<file path="config.mk">
export PLATFORM = sky130hd
export DESIGN_NAME = apmc_regs
export DESIGN_NICKNAME = d
export VERILOG_FILES = /design/src/common/apmc_pkg.sv /design/src/logic/apmc_buf_decode.sv /design/src/logic/apmc_regs.sv
export VERILOG_INCLUDE_DIRS = /design/src /design/src/common
export SDC_FILE = /design/constraint.sdc
export NUM_CORES = 1
export LEC_CHECK = 0
export BUFFER_PORTS_ARGS = -buffer_cell sky130_fd_sc_hd__buf_2
export CAP_MARGIN = 5
export CORE_UTILIZATION = 40
export CTS_BUF_LIST = sky130_fd_sc_hd__clkbuf_2 sky130_fd_sc_hd__clkbuf_4 sky130_fd_sc_hd__clkbuf_8
export CTS_CLUSTER_SIZE = 10
export DETAILED_ROUTE_END_ITERATION = 6
export GPL_TIMING_DRIVEN = 0
export PLACE_DENSITY = 0.54
export SLEW_MARGIN = 15
export SYNTH_ARGS = -nofsm -noshare
export SYNTH_HDL_FRONTEND = slang
export SYNTH_HIERARCHICAL = 1
export SYNTH_SLANG_ARGS = --single-unit
</file>
<file path="constraint.sdc">
create_clock -name mclk -period 3.15 [get_ports mclk]
set_input_delay 0.63 -clock mclk [delete_from_list [all_inputs] [get_ports mclk]]
set_output_delay 0.63 -clock mclk [all_outputs]
set_load 0.03 [all_outputs]
</file>
<file path="src/common/apmc_params.svh">
// register offsets, field positions and reset values of the power mask bank
`ifndef APMC_PARAMS_SVH
`define APMC_PARAMS_SVH
`define APMC_OFF_SPLIT 8'h05
`define APMC_OFF_PAGE 8'h11
`define APMC_OFF_P1_CORE 8'h20
`define APMC_OFF_P1_BUF 8'h21
`define APMC_OFF_P2_CORE 8'h23
`define APMC_OFF_P2_BUF 8'h24
`define APMC_OFF_PDCTL 8'h26
`define APMC_OFF_PEN 8'h55
`define APMC_PAGE_MASTER 8'h80
`define APMC_PAGE_CONV 8'h0f
`define APMC_BIT_CHOICE 5
`define APMC_BIT_PEN 0
`define APMC_BIT_SPLIT 0
`define APMC_BUFB_HI 7
`define APMC_BUFB_LO 6
`define APMC_BUFA_HI 5
`define APMC_BUFA_LO 4
`define APMC_RST_BYTE 8'h00
`define APMC_BUF_ON 2'b00
`define APMC_BUF_OFF 2'b11
`endif

</file>
<file path="src/common/apmc_pkg.sv">
// types shared by the power mask bank
package apmc_pkg;
  typedef logic [7:0] apmc_byte_t;
  typedef enum logic {apmc_page_master_t_unused} apmc_dummy_t;
  typedef enum {APMC_PG_NONE, APMC_PG_MASTER, APMC_PG_CONV} apmc_page_t;
endpackage

</file>
<file path="src/logic/apmc_buf_decode.sv">
// decodes one channel's two-bit buffer field into per-buffer sleep and per-core undriven flags
`timescale 1ns/1ps
`include "apmc_params.svh"
module apmc_buf_decode
  import apmc_pkg::*;
(
  input wire logic [1:0] code,
  input wire logic active,
  output logic [1:0] buf_sleep,
  output logic [3:0] core_undriven,
  output logic code_illegal
);
  // each bit of the field governs one buffer; 11 sleeps both
  always_comb
  begin
    buf_sleep = active ? code : 2'b00;
    // a sleeping buffer leaves its two cores without drive
    core_undriven = {{2{buf_sleep[1]}}, {2{buf_sleep[0]}}};
    code_illegal = (code != `APMC_BUF_ON) && (code != `APMC_BUF_OFF);
  end
endmodule

</file>
<file path="src/logic/apmc_regs.sv">
// register bank: channel split, analog page pointer, two power-down profiles
// Behaviour
// - split bit 0 writes both, else target
// - eight-bit page pointer, 80h master, 0Fh converter
// - profile one at master 20h and 21h
// - profile two at master 23h and 24h
// - profile choice is bit 5 of 26h
// - profile enable bit held at 55h
// - core byte upper nibble A, lower B
// - buffer field 00 active, 11 sleeps
// - buffer sleep removes drive from two cores
// - choice 0 profile one, 1 profile two
`timescale 1ns/1ps
`include "apmc_params.svh"
module apmc_regs
  import apmc_pkg::*;
(
  input wire logic mclk,
  input wire logic rst,
  input wire logic [7:0] addr,
  input wire logic [7:0] wdata,
  input wire logic wr_stb,
  input wire logic rd_stb,
  input wire logic channel_target_select,
  output logic [7:0] rdata,
  output logic [3:0] core_sleep_channel_a,
  output logic [3:0] core_sleep_channel_b,
  output logic [1:0] buffer_sleep_channel_a,
  output logic [1:0] buffer_sleep_channel_b,
  output logic [3:0] core_undriven_a,
  output logic [3:0] core_undriven_b,
  output logic buf_code_illegal,
  output logic write_to_a,
  output logic write_to_b
);
  // per channel copies: index 0 is channel A, 1 is channel B
  apmc_byte_t split_r;
  apmc_byte_t page_r;
  apmc_byte_t p1_core_r [2];
  apmc_byte_t p1_buf_r [2];
  apmc_byte_t p2_core_r [2];
  apmc_byte_t p2_buf_r [2];
  apmc_byte_t pdctl_r [2];
  apmc_byte_t pen_r [2];
  apmc_byte_t rdata_r;
  apmc_byte_t rd_nxt;
  apmc_page_t page;
  logic [1:0] ch_wr;
  logic sel_b;

  function automatic apmc_page_t page_of(input apmc_byte_t p);
    if (p == `APMC_PAGE_MASTER)
      page_of = APMC_PG_MASTER;
    else if (p == `APMC_PAGE_CONV)
      page_of = APMC_PG_CONV;
    else
      page_of = APMC_PG_NONE;
  endfunction

  assign page = page_of(page_r);
  assign sel_b = split_r[`APMC_BIT_SPLIT] & channel_target_select;

  // broadcast unless split, then only the targeted channel
  always_comb
  begin
    if (!split_r[`APMC_BIT_SPLIT])
      ch_wr = 2'b11;
    else if (channel_target_select)
      ch_wr = 2'b10;
    else
      ch_wr = 2'b01;
  end
  assign write_to_a = wr_stb & ch_wr[0];
  assign write_to_b = wr_stb & ch_wr[1];

  always_ff @(posedge mclk or posedge rst)
  begin
    if (rst)
      split_r <= `APMC_RST_BYTE;
    else if (wr_stb && addr == `APMC_OFF_SPLIT)
      // reserved bits kept at zero even if software breaks the convention
      split_r <= {7'h00, wdata[`APMC_BIT_SPLIT]};
  end

  always_ff @(posedge mclk or posedge rst)
  begin
    if (rst)
      page_r <= `APMC_RST_BYTE;
    else if (wr_stb && addr == `APMC_OFF_PAGE)
      page_r <= wdata;
  end

  // master page registers, one set per channel
  genvar g;
  generate
    for (g = 0; g < 2; g++)
    begin : g_ch
      always_ff @(posedge mclk or posedge rst)
      begin
        if (rst)
        begin
          p1_core_r[g] <= `APMC_RST_BYTE;
          p1_buf_r[g] <= `APMC_RST_BYTE;
          p2_core_r[g] <= `APMC_RST_BYTE;
          p2_buf_r[g] <= `APMC_RST_BYTE;
          pdctl_r[g] <= `APMC_RST_BYTE;
          pen_r[g] <= `APMC_RST_BYTE;
        end
        else if (wr_stb && ch_wr[g] && page == APMC_PG_MASTER)
        begin
          unique case (addr)
            `APMC_OFF_P1_CORE: p1_core_r[g] <= wdata;
            `APMC_OFF_P1_BUF: p1_buf_r[g] <= {wdata[7:4], 4'h0};
            `APMC_OFF_P2_CORE: p2_core_r[g] <= wdata;
            `APMC_OFF_P2_BUF: p2_buf_r[g] <= {wdata[7:4], 4'h0};
            `APMC_OFF_PDCTL: pdctl_r[g] <= {wdata[7:5], 5'h00};
            `APMC_OFF_PEN: pen_r[g] <= wdata;
            default: ;
          endcase
        end
      end
    end
  endgenerate

  // readback follows the channel a split write would reach
  always_comb
  begin
    rd_nxt = `APMC_RST_BYTE;
    if (addr == `APMC_OFF_SPLIT)
      rd_nxt = split_r;
    else if (addr == `APMC_OFF_PAGE)
      rd_nxt = page_r;
    else if (page == APMC_PG_MASTER)
    begin
      unique case (addr)
        `APMC_OFF_P1_CORE: rd_nxt = p1_core_r[sel_b];
        `APMC_OFF_P1_BUF: rd_nxt = p1_buf_r[sel_b];
        `APMC_OFF_P2_CORE: rd_nxt = p2_core_r[sel_b];
        `APMC_OFF_P2_BUF: rd_nxt = p2_buf_r[sel_b];
        `APMC_OFF_PDCTL: rd_nxt = pdctl_r[sel_b];
        `APMC_OFF_PEN: rd_nxt = pen_r[sel_b];
        default: rd_nxt = `APMC_RST_BYTE;
      endcase
    end
  end

  always_ff @(posedge mclk or posedge rst)
  begin
    if (rst)
      rdata_r <= `APMC_RST_BYTE;
    else if (rd_stb)
      rdata_r <= rd_nxt;
    else
      rdata_r <= `APMC_RST_BYTE;
  end
  assign rdata = rdata_r;

  // active profile per channel, gated by the enable bit
  apmc_byte_t core_a_sel;
  apmc_byte_t core_b_sel;
  apmc_byte_t buf_a_sel;
  apmc_byte_t buf_b_sel;
  logic en_a;
  logic en_b;
  logic ill_a;
  logic ill_b;
  always_comb
  begin
    core_a_sel = pdctl_r[0][`APMC_BIT_CHOICE] ? p2_core_r[0] : p1_core_r[0];
    core_b_sel = pdctl_r[1][`APMC_BIT_CHOICE] ? p2_core_r[1] : p1_core_r[1];
    buf_a_sel = pdctl_r[0][`APMC_BIT_CHOICE] ? p2_buf_r[0] : p1_buf_r[0];
    buf_b_sel = pdctl_r[1][`APMC_BIT_CHOICE] ? p2_buf_r[1] : p1_buf_r[1];
  end
  assign en_a = pen_r[0][`APMC_BIT_PEN];
  assign en_b = pen_r[1][`APMC_BIT_PEN];
  // upper nibble steers channel A, lower nibble channel B
  assign core_sleep_channel_a = en_a ? core_a_sel[7:4] : 4'h0;
  assign core_sleep_channel_b = en_b ? core_b_sel[3:0] : 4'h0;

  apmc_buf_decode u_buf_a (
    .code(buf_a_sel[`APMC_BUFA_HI:`APMC_BUFA_LO]),
    .active(en_a),
    .buf_sleep(buffer_sleep_channel_a),
    .core_undriven(core_undriven_a),
    .code_illegal(ill_a)
  );
  apmc_buf_decode u_buf_b (
    .code(buf_b_sel[`APMC_BUFB_HI:`APMC_BUFB_LO]),
    .active(en_b),
    .buf_sleep(buffer_sleep_channel_b),
    .core_undriven(core_undriven_b),
    .code_illegal(ill_b)
  );
  // flags software using a do-not-use buffer code
  assign buf_code_illegal = ill_a | ill_b;

  property p_split_write;
    @(posedge mclk) disable iff (rst)
    (wr_stb && addr == `APMC_OFF_P1_CORE && page == APMC_PG_MASTER
      && !split_r[0]) |=> (p1_core_r[0] == $past(wdata)
      && p1_core_r[1] == $past(wdata));
  endproperty
  a_split_write: assert property (p_split_write)
    else $error("broadcast write missed a channel");

  property p_target_only;
    @(posedge mclk) disable iff (rst)
    (wr_stb && addr == `APMC_OFF_P2_CORE && page == APMC_PG_MASTER
      && split_r[0] && channel_target_select)
      |=> $stable(p2_core_r[0]);
  endproperty
  a_target_only: assert property (p_target_only)
    else $error("split write reached channel A");

  property p_page_gate;
    @(posedge mclk) disable iff (rst)
    (wr_stb && page_r != `APMC_PAGE_MASTER && addr != `APMC_OFF_SPLIT
      && addr != `APMC_OFF_PAGE) |=> $stable(p1_buf_r[0]);
  endproperty
  a_page_gate: assert property (p_page_gate)
    else $error("master register written off master page");

  property p_p1_store;
    @(posedge mclk) disable iff (rst)
    (wr_stb && addr == `APMC_OFF_P1_BUF && page == APMC_PG_MASTER && ch_wr[0])
      |=> p1_buf_r[0] == {$past(wdata[7:4]), 4'h0};
  endproperty
  a_p1_store: assert property (p_p1_store)
    else $error("profile one buffer not stored");

  property p_p2_read;
    @(posedge mclk) disable iff (rst)
    (rd_stb && addr == `APMC_OFF_P2_BUF && page == APMC_PG_MASTER)
      |=> rdata == $past(p2_buf_r[sel_b]);
  endproperty
  a_p2_read: assert property (p_p2_read)
    else $error("profile two readback wrong");

  property p_choice;
    @(posedge mclk) disable iff (rst)
    (en_a && pdctl_r[0][5]) |-> core_sleep_channel_a == p2_core_r[0][7:4];
  endproperty
  a_choice: assert property (p_choice)
    else $error("profile two not applied");

  property p_enable;
    @(posedge mclk) disable iff (rst)
    !en_b |-> (core_sleep_channel_b == 4'h0
      && buffer_sleep_channel_b == 2'b00);
  endproperty
  a_enable: assert property (p_enable)
    else $error("sleep applied while disabled");

  property p_nibble;
    @(posedge mclk) disable iff (rst)
    (en_b && !pdctl_r[1][5]) |-> core_sleep_channel_b == p1_core_r[1][3:0];
  endproperty
  a_nibble: assert property (p_nibble)
    else $error("channel B nibble wrong");

  property p_buf_core;
    @(posedge mclk) disable iff (rst)
    (buffer_sleep_channel_a == `APMC_BUF_OFF) |-> core_undriven_a == 4'hf;
  endproperty
  a_buf_core: assert property (p_buf_core)
    else $error("buffer sleep left cores driven");

  property p_split_store;
    @(posedge mclk) disable iff (rst)
    (wr_stb && addr == `APMC_OFF_SPLIT)
      |=> split_r == {7'h00, $past(wdata[`APMC_BIT_SPLIT])};
  endproperty
  a_split_store: assert property (p_split_store)
    else $error("split control not stored");

  property p_page_store;
    @(posedge mclk) disable iff (rst)
    (wr_stb && addr == `APMC_OFF_PAGE)
      |=> page_r == $past(wdata);
  endproperty
  a_page_store: assert property (p_page_store)
    else $error("page pointer not stored");

  property p_off_page_read;
    @(posedge mclk) disable iff (rst)
    (rd_stb && page != APMC_PG_MASTER && addr != `APMC_OFF_SPLIT
      && addr != `APMC_OFF_PAGE) |=> rdata == `APMC_RST_BYTE;
  endproperty
  a_off_page_read: assert property (p_off_page_read)
    else $error("master register readable off master page");

  property p_p2_store;
    @(posedge mclk) disable iff (rst)
    (wr_stb && addr == `APMC_OFF_P2_CORE && page == APMC_PG_MASTER
      && ch_wr[1]) |=> p2_core_r[1] == $past(wdata);
  endproperty
  a_p2_store: assert property (p_p2_store)
    else $error("profile two core byte not stored");

  property p_choice_store;
    @(posedge mclk) disable iff (rst)
    (wr_stb && addr == `APMC_OFF_PDCTL && page == APMC_PG_MASTER
      && ch_wr[0]) |=> pdctl_r[0][`APMC_BIT_CHOICE]
      == $past(wdata[`APMC_BIT_CHOICE]);
  endproperty
  a_choice_store: assert property (p_choice_store)
    else $error("profile choice bit not stored");

  property p_enable_store;
    @(posedge mclk) disable iff (rst)
    (wr_stb && addr == `APMC_OFF_PEN && page == APMC_PG_MASTER
      && ch_wr[1]) |=> pen_r[1][`APMC_BIT_PEN]
      == $past(wdata[`APMC_BIT_PEN]);
  endproperty
  a_enable_store: assert property (p_enable_store)
    else $error("profile enable bit not stored");

  property p_nibble_a;
    @(posedge mclk) disable iff (rst)
    (en_a && !pdctl_r[0][`APMC_BIT_CHOICE])
      |-> core_sleep_channel_a == p1_core_r[0][7:4];
  endproperty
  a_nibble_a: assert property (p_nibble_a)
    else $error("channel A profile one nibble wrong");

  property p_choice_b;
    @(posedge mclk) disable iff (rst)
    (en_b && pdctl_r[1][`APMC_BIT_CHOICE])
      |-> core_sleep_channel_b == p2_core_r[1][3:0];
  endproperty
  a_choice_b: assert property (p_choice_b)
    else $error("channel B profile two not applied");

  property p_buf_core_b;
    @(posedge mclk) disable iff (rst)
    (buffer_sleep_channel_b == `APMC_BUF_OFF) |-> core_undriven_b == 4'hf;
  endproperty
  a_buf_core_b: assert property (p_buf_core_b)
    else $error("channel B buffer sleep left cores driven");

  // read data only stands in the cycle after the strobe
  property p_read_idle;
    @(posedge mclk) disable iff (rst)
    !rd_stb |=> rdata == `APMC_RST_BYTE;
  endproperty
  a_read_idle: assert property (p_read_idle)
    else $error("read data outside its cycle");

  c_split: cover property (@(posedge mclk) disable iff (rst)
    wr_stb && split_r[0]);
  c_prof2: cover property (@(posedge mclk) disable iff (rst)
    en_a && pdctl_r[0][5] && core_sleep_channel_a != 4'h0);
  c_bufoff: cover property (@(posedge mclk) disable iff (rst)
    buffer_sleep_channel_b == `APMC_BUF_OFF);
  c_conv_page: cover property (@(posedge mclk) disable iff (rst)
    wr_stb && page == APMC_PG_CONV);
  c_bad_code: cover property (@(posedge mclk) disable iff (rst)
    buf_code_illegal);
endmodule

</file>
==> results of run 1 <==
[sequential cells by signal (all words and copies together) (netlist names)]
name,count
pen_r,14
rdata,8
pdctl_r,6
en_a,1
p1_core_r,16
p2_core_r,16
page_r,8
p1_buf_r,8
p2_buf_r,8
split_r,1
en_b,1
[power by group through the flow]
stage          Clock (W)  Sequential, W  Combinational (W)
2_1_floorplan          0        0.00115          0.0000742
3_3_place_gp           0        0.00115           0.000128
3_5_place_dp           0        0.00115           0.000134
4_1_cts         0.000925        0.00113           0.000135
5_1_grt         0.000972        0.00113           0.000146
6_report        0.000909        0.00113           0.000133
[kinds of logic (layout without fill, tap and decap cells)]
logic type	after synthesis	after routing	share of synthesized area
buffers and inverters	29	95	0.0337
AND/OR/NAND/NOR	87	87	0.117
AO/OA/AOI/OAI	49	49	0.0788
flip-flops	87	87	0.484
XOR/XNOR	3	3	0.00585
multiplexers	114	114	0.280
[layer usage]
layer,global-route usage,part of all wire
met5,0,0
met3,0.0289,0.042
met4,0.0832,0.019
met1,0.320,0.50
met2,0.320,0.44
[final cells by class]
class	count	share of cell area
multi-input combinational	253	0.419
tap	140	0.0338
sequential	87	0.421
timing repair buffer	50	0.0527
clock buffer	10	0.0266
buffer	25	0.0264
inverter	4	0.00338
clock inverter	6	0.0179
[stage by stage]
stage	total power (W)	hold slack, ns	instance area [sq um]	utilization
6_report	0.00217	0.265	5170	0.475
5_1_grt	0.00225	0.318	5170	0.475
4_1_cts	0.00219	0.282	5170	0.475
3_5_place_dp	0.00129	0.493	4940	0.454
3_3_place_gp	0.00128	0.484	4910	0.451
2_1_floorplan	0.00122	0.472	4490	-
[worst max-delay path, delay by kind of cell (launching register included)]
| family | cells | cell delay, ns |
|---|---|---|
| simple gates | 1 | 0.29 |
| xor+xnor | 1 | 0.17 |
| mux | 1 | 0.43 |
| buf+inv | 2 | 0.70 |
| flops | 1 | 0.33 |
[cell usage in the layout (no fill, tap or decap), drive strengths merged, types with 6 or more instances in the layout]
cell	instances
and2	9
mux2i	28
nor2b	10
nor2	13
clkbuf	16
dfrtp	87
a21oi	9
nand2	27
mux2	85
nand3	6
buf	69
nor3	7
o21ai	7
[final timing paths]
| check | slack [ns] | endpoint | startpoint | depth (start not counted) |
|---|---|---|---|---|
| max | 0.23 | buf_code_illegal | pdctl_r[5] | 5 |
| min | 0.27 | p1_core_r[3] | rst | 2 |
| max reg2reg | 0.74 | p2_core_r[1] | page_r[1] | 6 |
| min reg2reg | 0.51 | pdctl_r[14] | pdctl_r[14] | 1 |
| max in group asynchronous | 2.26 | p2_buf_r[6] | rst | 3 |
| min in group mclk | 0.51 | pdctl_r[14] | pdctl_r[14] | 1 |
==> metrics, run 1 <==
max-cap violation count 0; Internal approximately 0.0016 W; Yosys warning count 6; CP Data Arrival Time between 2 and 2.5 ns; number of antenna diodes 0; Syn Area/Cell ~12 sq um; GRT overflow 0; # fillers 999; Die Span Y roughly 110 um; pre-CTS setup slack approximately 0.34 ns; Total Routed Length about 12 mm; Pleak around 2.5 nW; critical path startpoint category register; TritonCTS clock tree yes; Worst setup EP type output pin; share of cells above drive strength 1 0.432; Synth Flop Type dfrtp_1; Cell Area, Synth 4490 sq um; Worst-path clk slew about 0.10 ns; full die area around 12,000 sq um; detailed placement HPWL between 8 and 9 mm; Post-DRT Antenna Nets 0; Post-synth top cells dfrtp_1 (87), mux2_2 (85), mux2i_1 (28), nand2_1 (23), nor2b_1 (10); maximum clock path buffer count 2; syn_nets between 300 and 400; synth unique cells 50; sequential element share of the synthesized area 0.484; CTS Sinks between 80 and 90; CTS Buf Count 9; Final Max Slew Viols 0; Final Non-Filler Cells 575; part of the power in registers 0.520; area leader, netlist dfrtp_1; Seq. cell area approximately 2200 sq um; Final Hold Vio Count 0; pin count of the biggest net entering global routing 54; Port Buffers 49; vias in the first global route roughly 3,100; Highest Clock Rate 342 MHz; Rel. slew slack 0.308; PwrDens approximately 420 nW/um^2; clock latency on the worst-skew pair 0.38 ns; H-tree lvl count 3; fin nets roughly 450; Crit Path Max Fanout 8; async set-reset flop share out of synthesis 1.00; delay of the slowest critical-path stage between 0.5 and 0.6 ns; Hold Buf Count CTS 0; HP Class in2async; RSZ-0062 raised after global routing false; sw power 0.000537 W; root buffer cell clkbuf_8; via count ~3,200; starting density of the core 0.413; final setup vio count 0; Critical Path RT ~2.5 ns; First DRT Iteration DRCs around 160; # IOs 52; Synth Register Bits between 80 and 90; status finished, final reports clean; core area 10,900 sq um; Crit-path slowest cell clkbuf_1; Die Wd between 100 and 150 um; crit-path cells clkbuf_1 > mux2_2 > xor2_1 > or2_2 > buf_2; area grow syn2layout 15.1%; peak supply drop roughly 0.00026 V; first-pass GRT wire length approximately 18 mm; DRC 0; Logic pwr share 0.061; placed insts roughly 560; post-CTS sizing 0; Pre-Repair DR Iteration Count 4; Avg WL per Cell 20.3 um; Worst-Margin Slew between 1 and 1.5 ns; Fin Clk Skew 0.0151 ns; postcts setup bufs 0; area share of the largest cell type after synthesis 0.484; Tmin final about 3 ns; Worst Setup Slack, final between 0.2 and 0.25 ns; initial antenna violation count 0; Synth Instances approximately 370; Placer Congestion 0.881; final period utilization 0.927; switching power share of the total 0.247; Post-synth EDFFs 0; WS Path Type reg2out; top post-synthesis cells by area dfrtp_1 (48%), mux2_2 (21%), mux2i_1 (6.2%), nand2_1 (1.9%), buf_4 (1.5%); most common cell in the synthesized netlist dfrtp_1; DR vias/cell approximately 5.6; Core Rows 38; clock power share 0.419; area occupied by multi-input gates between 2000 and 2500 sq um; Fin Setup TNS 0 ns; Tot GR Track Use 0.216
Note: power is estimated with default switching activity, not from simulation.
==> run 2, diff against run 1 <==
PLACE_DENSITY = default   (was 0.54)
==> metrics, run 2 (synthesis results as in run 1) <==
GRT overflow 0 (unchanged); Tmin final 2.93 ns (was 2.92 ns); PwrDens 429 nW/um^2 (was 419 nW/um^2); clock power share 0.434 (was 0.419); DR vias/cell 5.59 (was 5.57); via count 3,214 (was 3,204); H-tree lvl count 3 (unchanged); area occupied by multi-input gates 2170 sq um (unchanged); root buffer cell clkbuf_8 (unchanged); CTS Sinks 87 (unchanged); post-CTS sizing 0 (unchanged); status finished, final reports clean (unchanged); Rel. slew slack 0.333 (was 0.308); Internal 0.00172 W (was 0.00163 W); Worst-Margin Slew 0.992 ns (was 1.03 ns); starting density of the core 0.413 (unchanged); peak supply drop 0.000229 V (was 0.000263 V); HP Class in2async (unchanged); Pre-Repair DR Iteration Count 4 (unchanged); Hold WS 0.334 ns (was 0.265 ns); maximum clock path buffer count 2 (unchanged); Critical Path Source pdctl_r[5] (unchanged); Core Rows 38 (unchanged); Logic pwr share 0.059 (was 0.061); Fin Clk Skew 0.0138 ns (was 0.0151 ns); crit-path cells clkbuf_1 > mux2_2 > xor2_1 > or2_2 > buf_2 (unchanged); area grow syn2layout 15.4% (was 15.1%); critical path startpoint category register (unchanged); CTS Buf Count 9 (unchanged); Highest Clock Rate 341 MHz (was 342 MHz); switching power share of the total 0.228 (was 0.247); Hold Buf Count CTS 0 (unchanged); most frequent cells in the layout dfrtp_1 (87), mux2_2 (85), buf_2 (55), mux2i_1 (28), nand2_1 (23) (unchanged); TritonCTS clock tree yes (unchanged); Post-DRT Antenna Nets 0 (unchanged); # fillers 1,006 (was 999); Crit-path slowest cell clkbuf_1 (unchanged); delay of the slowest critical-path stage 0.55 ns (was 0.52 ns); share of cells above drive strength 1 0.432 (unchanged); Seq. cell area 2180 sq um (unchanged); # IOs 52 (unchanged); Buf/Inv on CP 2 (unchanged); CP Data Arrival Time 2.30 ns (was 2.29 ns); Die Wd 108 um (unchanged); Port Buffers 49 (unchanged); R2R depth 6 (unchanged); Die Span Y 108 um (unchanged); delay-heaviest family, CP buffers and inverters (unchanged); Final Max Slew Viols 0 (unchanged); Total Routed Length 11.3 mm (was 11.7 mm); clock latency on the worst-skew pair 0.36 ns (was 0.38 ns); final setup vio count 0 (unchanged); Tot GR Track Use 0.209 (was 0.216); Worst setup EP type output pin (unchanged); initial antenna violation count 0 (unchanged); commonest non-fill, non-tap cell in the layout dfrtp_1 (unchanged); sw power 0.000507 W (was 0.000537 W); Final Hold Vio Count 0 (unchanged); vias in the first global route 3,125 (was 3,141); detailed placement HPWL 8.22 mm (was 8.56 mm); Placer Congestion 0.951 (was 0.881); postcts setup bufs 0 (unchanged); fin nets 451 (unchanged); Pleak 2.47 nW (was 2.45 nW); part of the power in registers 0.507 (was 0.520); WS Path Type reg2out (unchanged); Avg WL per Cell 19.6 um (was 20.3 um); RSZ-0062 raised after global routing false (unchanged); Worst R2R Start page_r[0] (was page_r[1]); full die area 11,700 sq um (unchanged); first-pass GRT wire length 18.1 mm (was 18.4 mm); Regs by FF count p1_core_r x16, p2_core_r x16, pen_r x14 (unchanged); First DRT Iteration DRCs 203 (was 161); power consumption 0.00223 W (was 0.00217 W); core area 10,900 sq um (unchanged); final period utilization 0.931 (was 0.927); Crit Path Max Fanout 8 (unchanged); max-cap violation count 0 (unchanged); DRC 0 (unchanged); Critical Path RT 2.52 ns (about the same); number of antenna diodes 0 (unchanged); WP depth 5 (unchanged); pin count of the biggest net entering global routing 47 (was 54); Worst-path clk slew 0.08 ns (was 0.10 ns)
## run 2: changes by cell type in the layout (fill, tap and decap cells not counted)
cell        before  now
clkbuf_4         0    1
buf_12           0    1
clkinvlp_4       2    0
bufinv_16        2    3
clkinv_4         1    0
buf_16           1    0
clkinv_2         0    1
## run 2: worst register-to-register path: cells and delay by family (launching register included)
family        cells  cell delay [ns]
buf+inv           1             0.16
flops             1             0.41
mux               1             0.41
simple gates      4             1.35
## run 2: worst paths after layout
kind	end	slack (ns)
min reg2reg	pdctl_r[14]	0.51
max in group asynchronous	pdctl_r[7]	2.16
max	buf_code_illegal	0.22
max reg2reg	p2_core_r[1]	0.71
min in group mclk	pdctl_r[14]	0.51
min	p1_core_r[1]	0.33
## run 2: power groups by stage
stage,clock network [W],registers [W],logic [W]
floorplan,0,0.00115,0.0000742
global placement,0,0.00115,0.000125
detailed placement,0,0.00115,0.000131
CTS,0.000979,0.00113,0.000131
global route,0.00102,0.00113,0.000144
finish,0.000967,0.00113,0.000130
## run 2: routing by layer
metal | global-route usage | wire length [um] | up-vias
met4 | 0.0802 | 202 | 0
met2 | 0.304 | 5020 | 91
met1 | 0.315 | 5570 | 1632
li1 | - | - | 1472
met3 | 0.0277 | 500 | 19
met5 | 0 | 0 | -
## run 2: layout make-up
cell class | instances | share of cell area
multi-input combinational | 253 | 0.418
tap | 140 | 0.0338
inverter | 4 | 0.00338
timing repair buffer | 50 | 0.0511
clock inverter | 5 | 0.0200
clock buffer | 11 | 0.0280
sequential | 87 | 0.420
buffer | 25 | 0.0263
## run 2: through the flow
| step | worst slack [ns] | std cells | util | instance area, sq um | TNS (ns) |
|---|---|---|---|---|---|
| after global placement | -0.799 | 558 | 0.451 | 4910 | -69.03 |
| final | 0.216 | 575 | 0.476 | 5190 | 0 |
| after CTS | 0.191 | 575 | 0.476 | 5190 | 0 |
| after global routing | 0.134 | 575 | 0.476 | 5190 | 0 |
| after floorplan | 0.270 | 369 | - | 4490 | 0 |
| after detailed placement | 0.369 | 559 | 0.453 | 4940 | 0 |
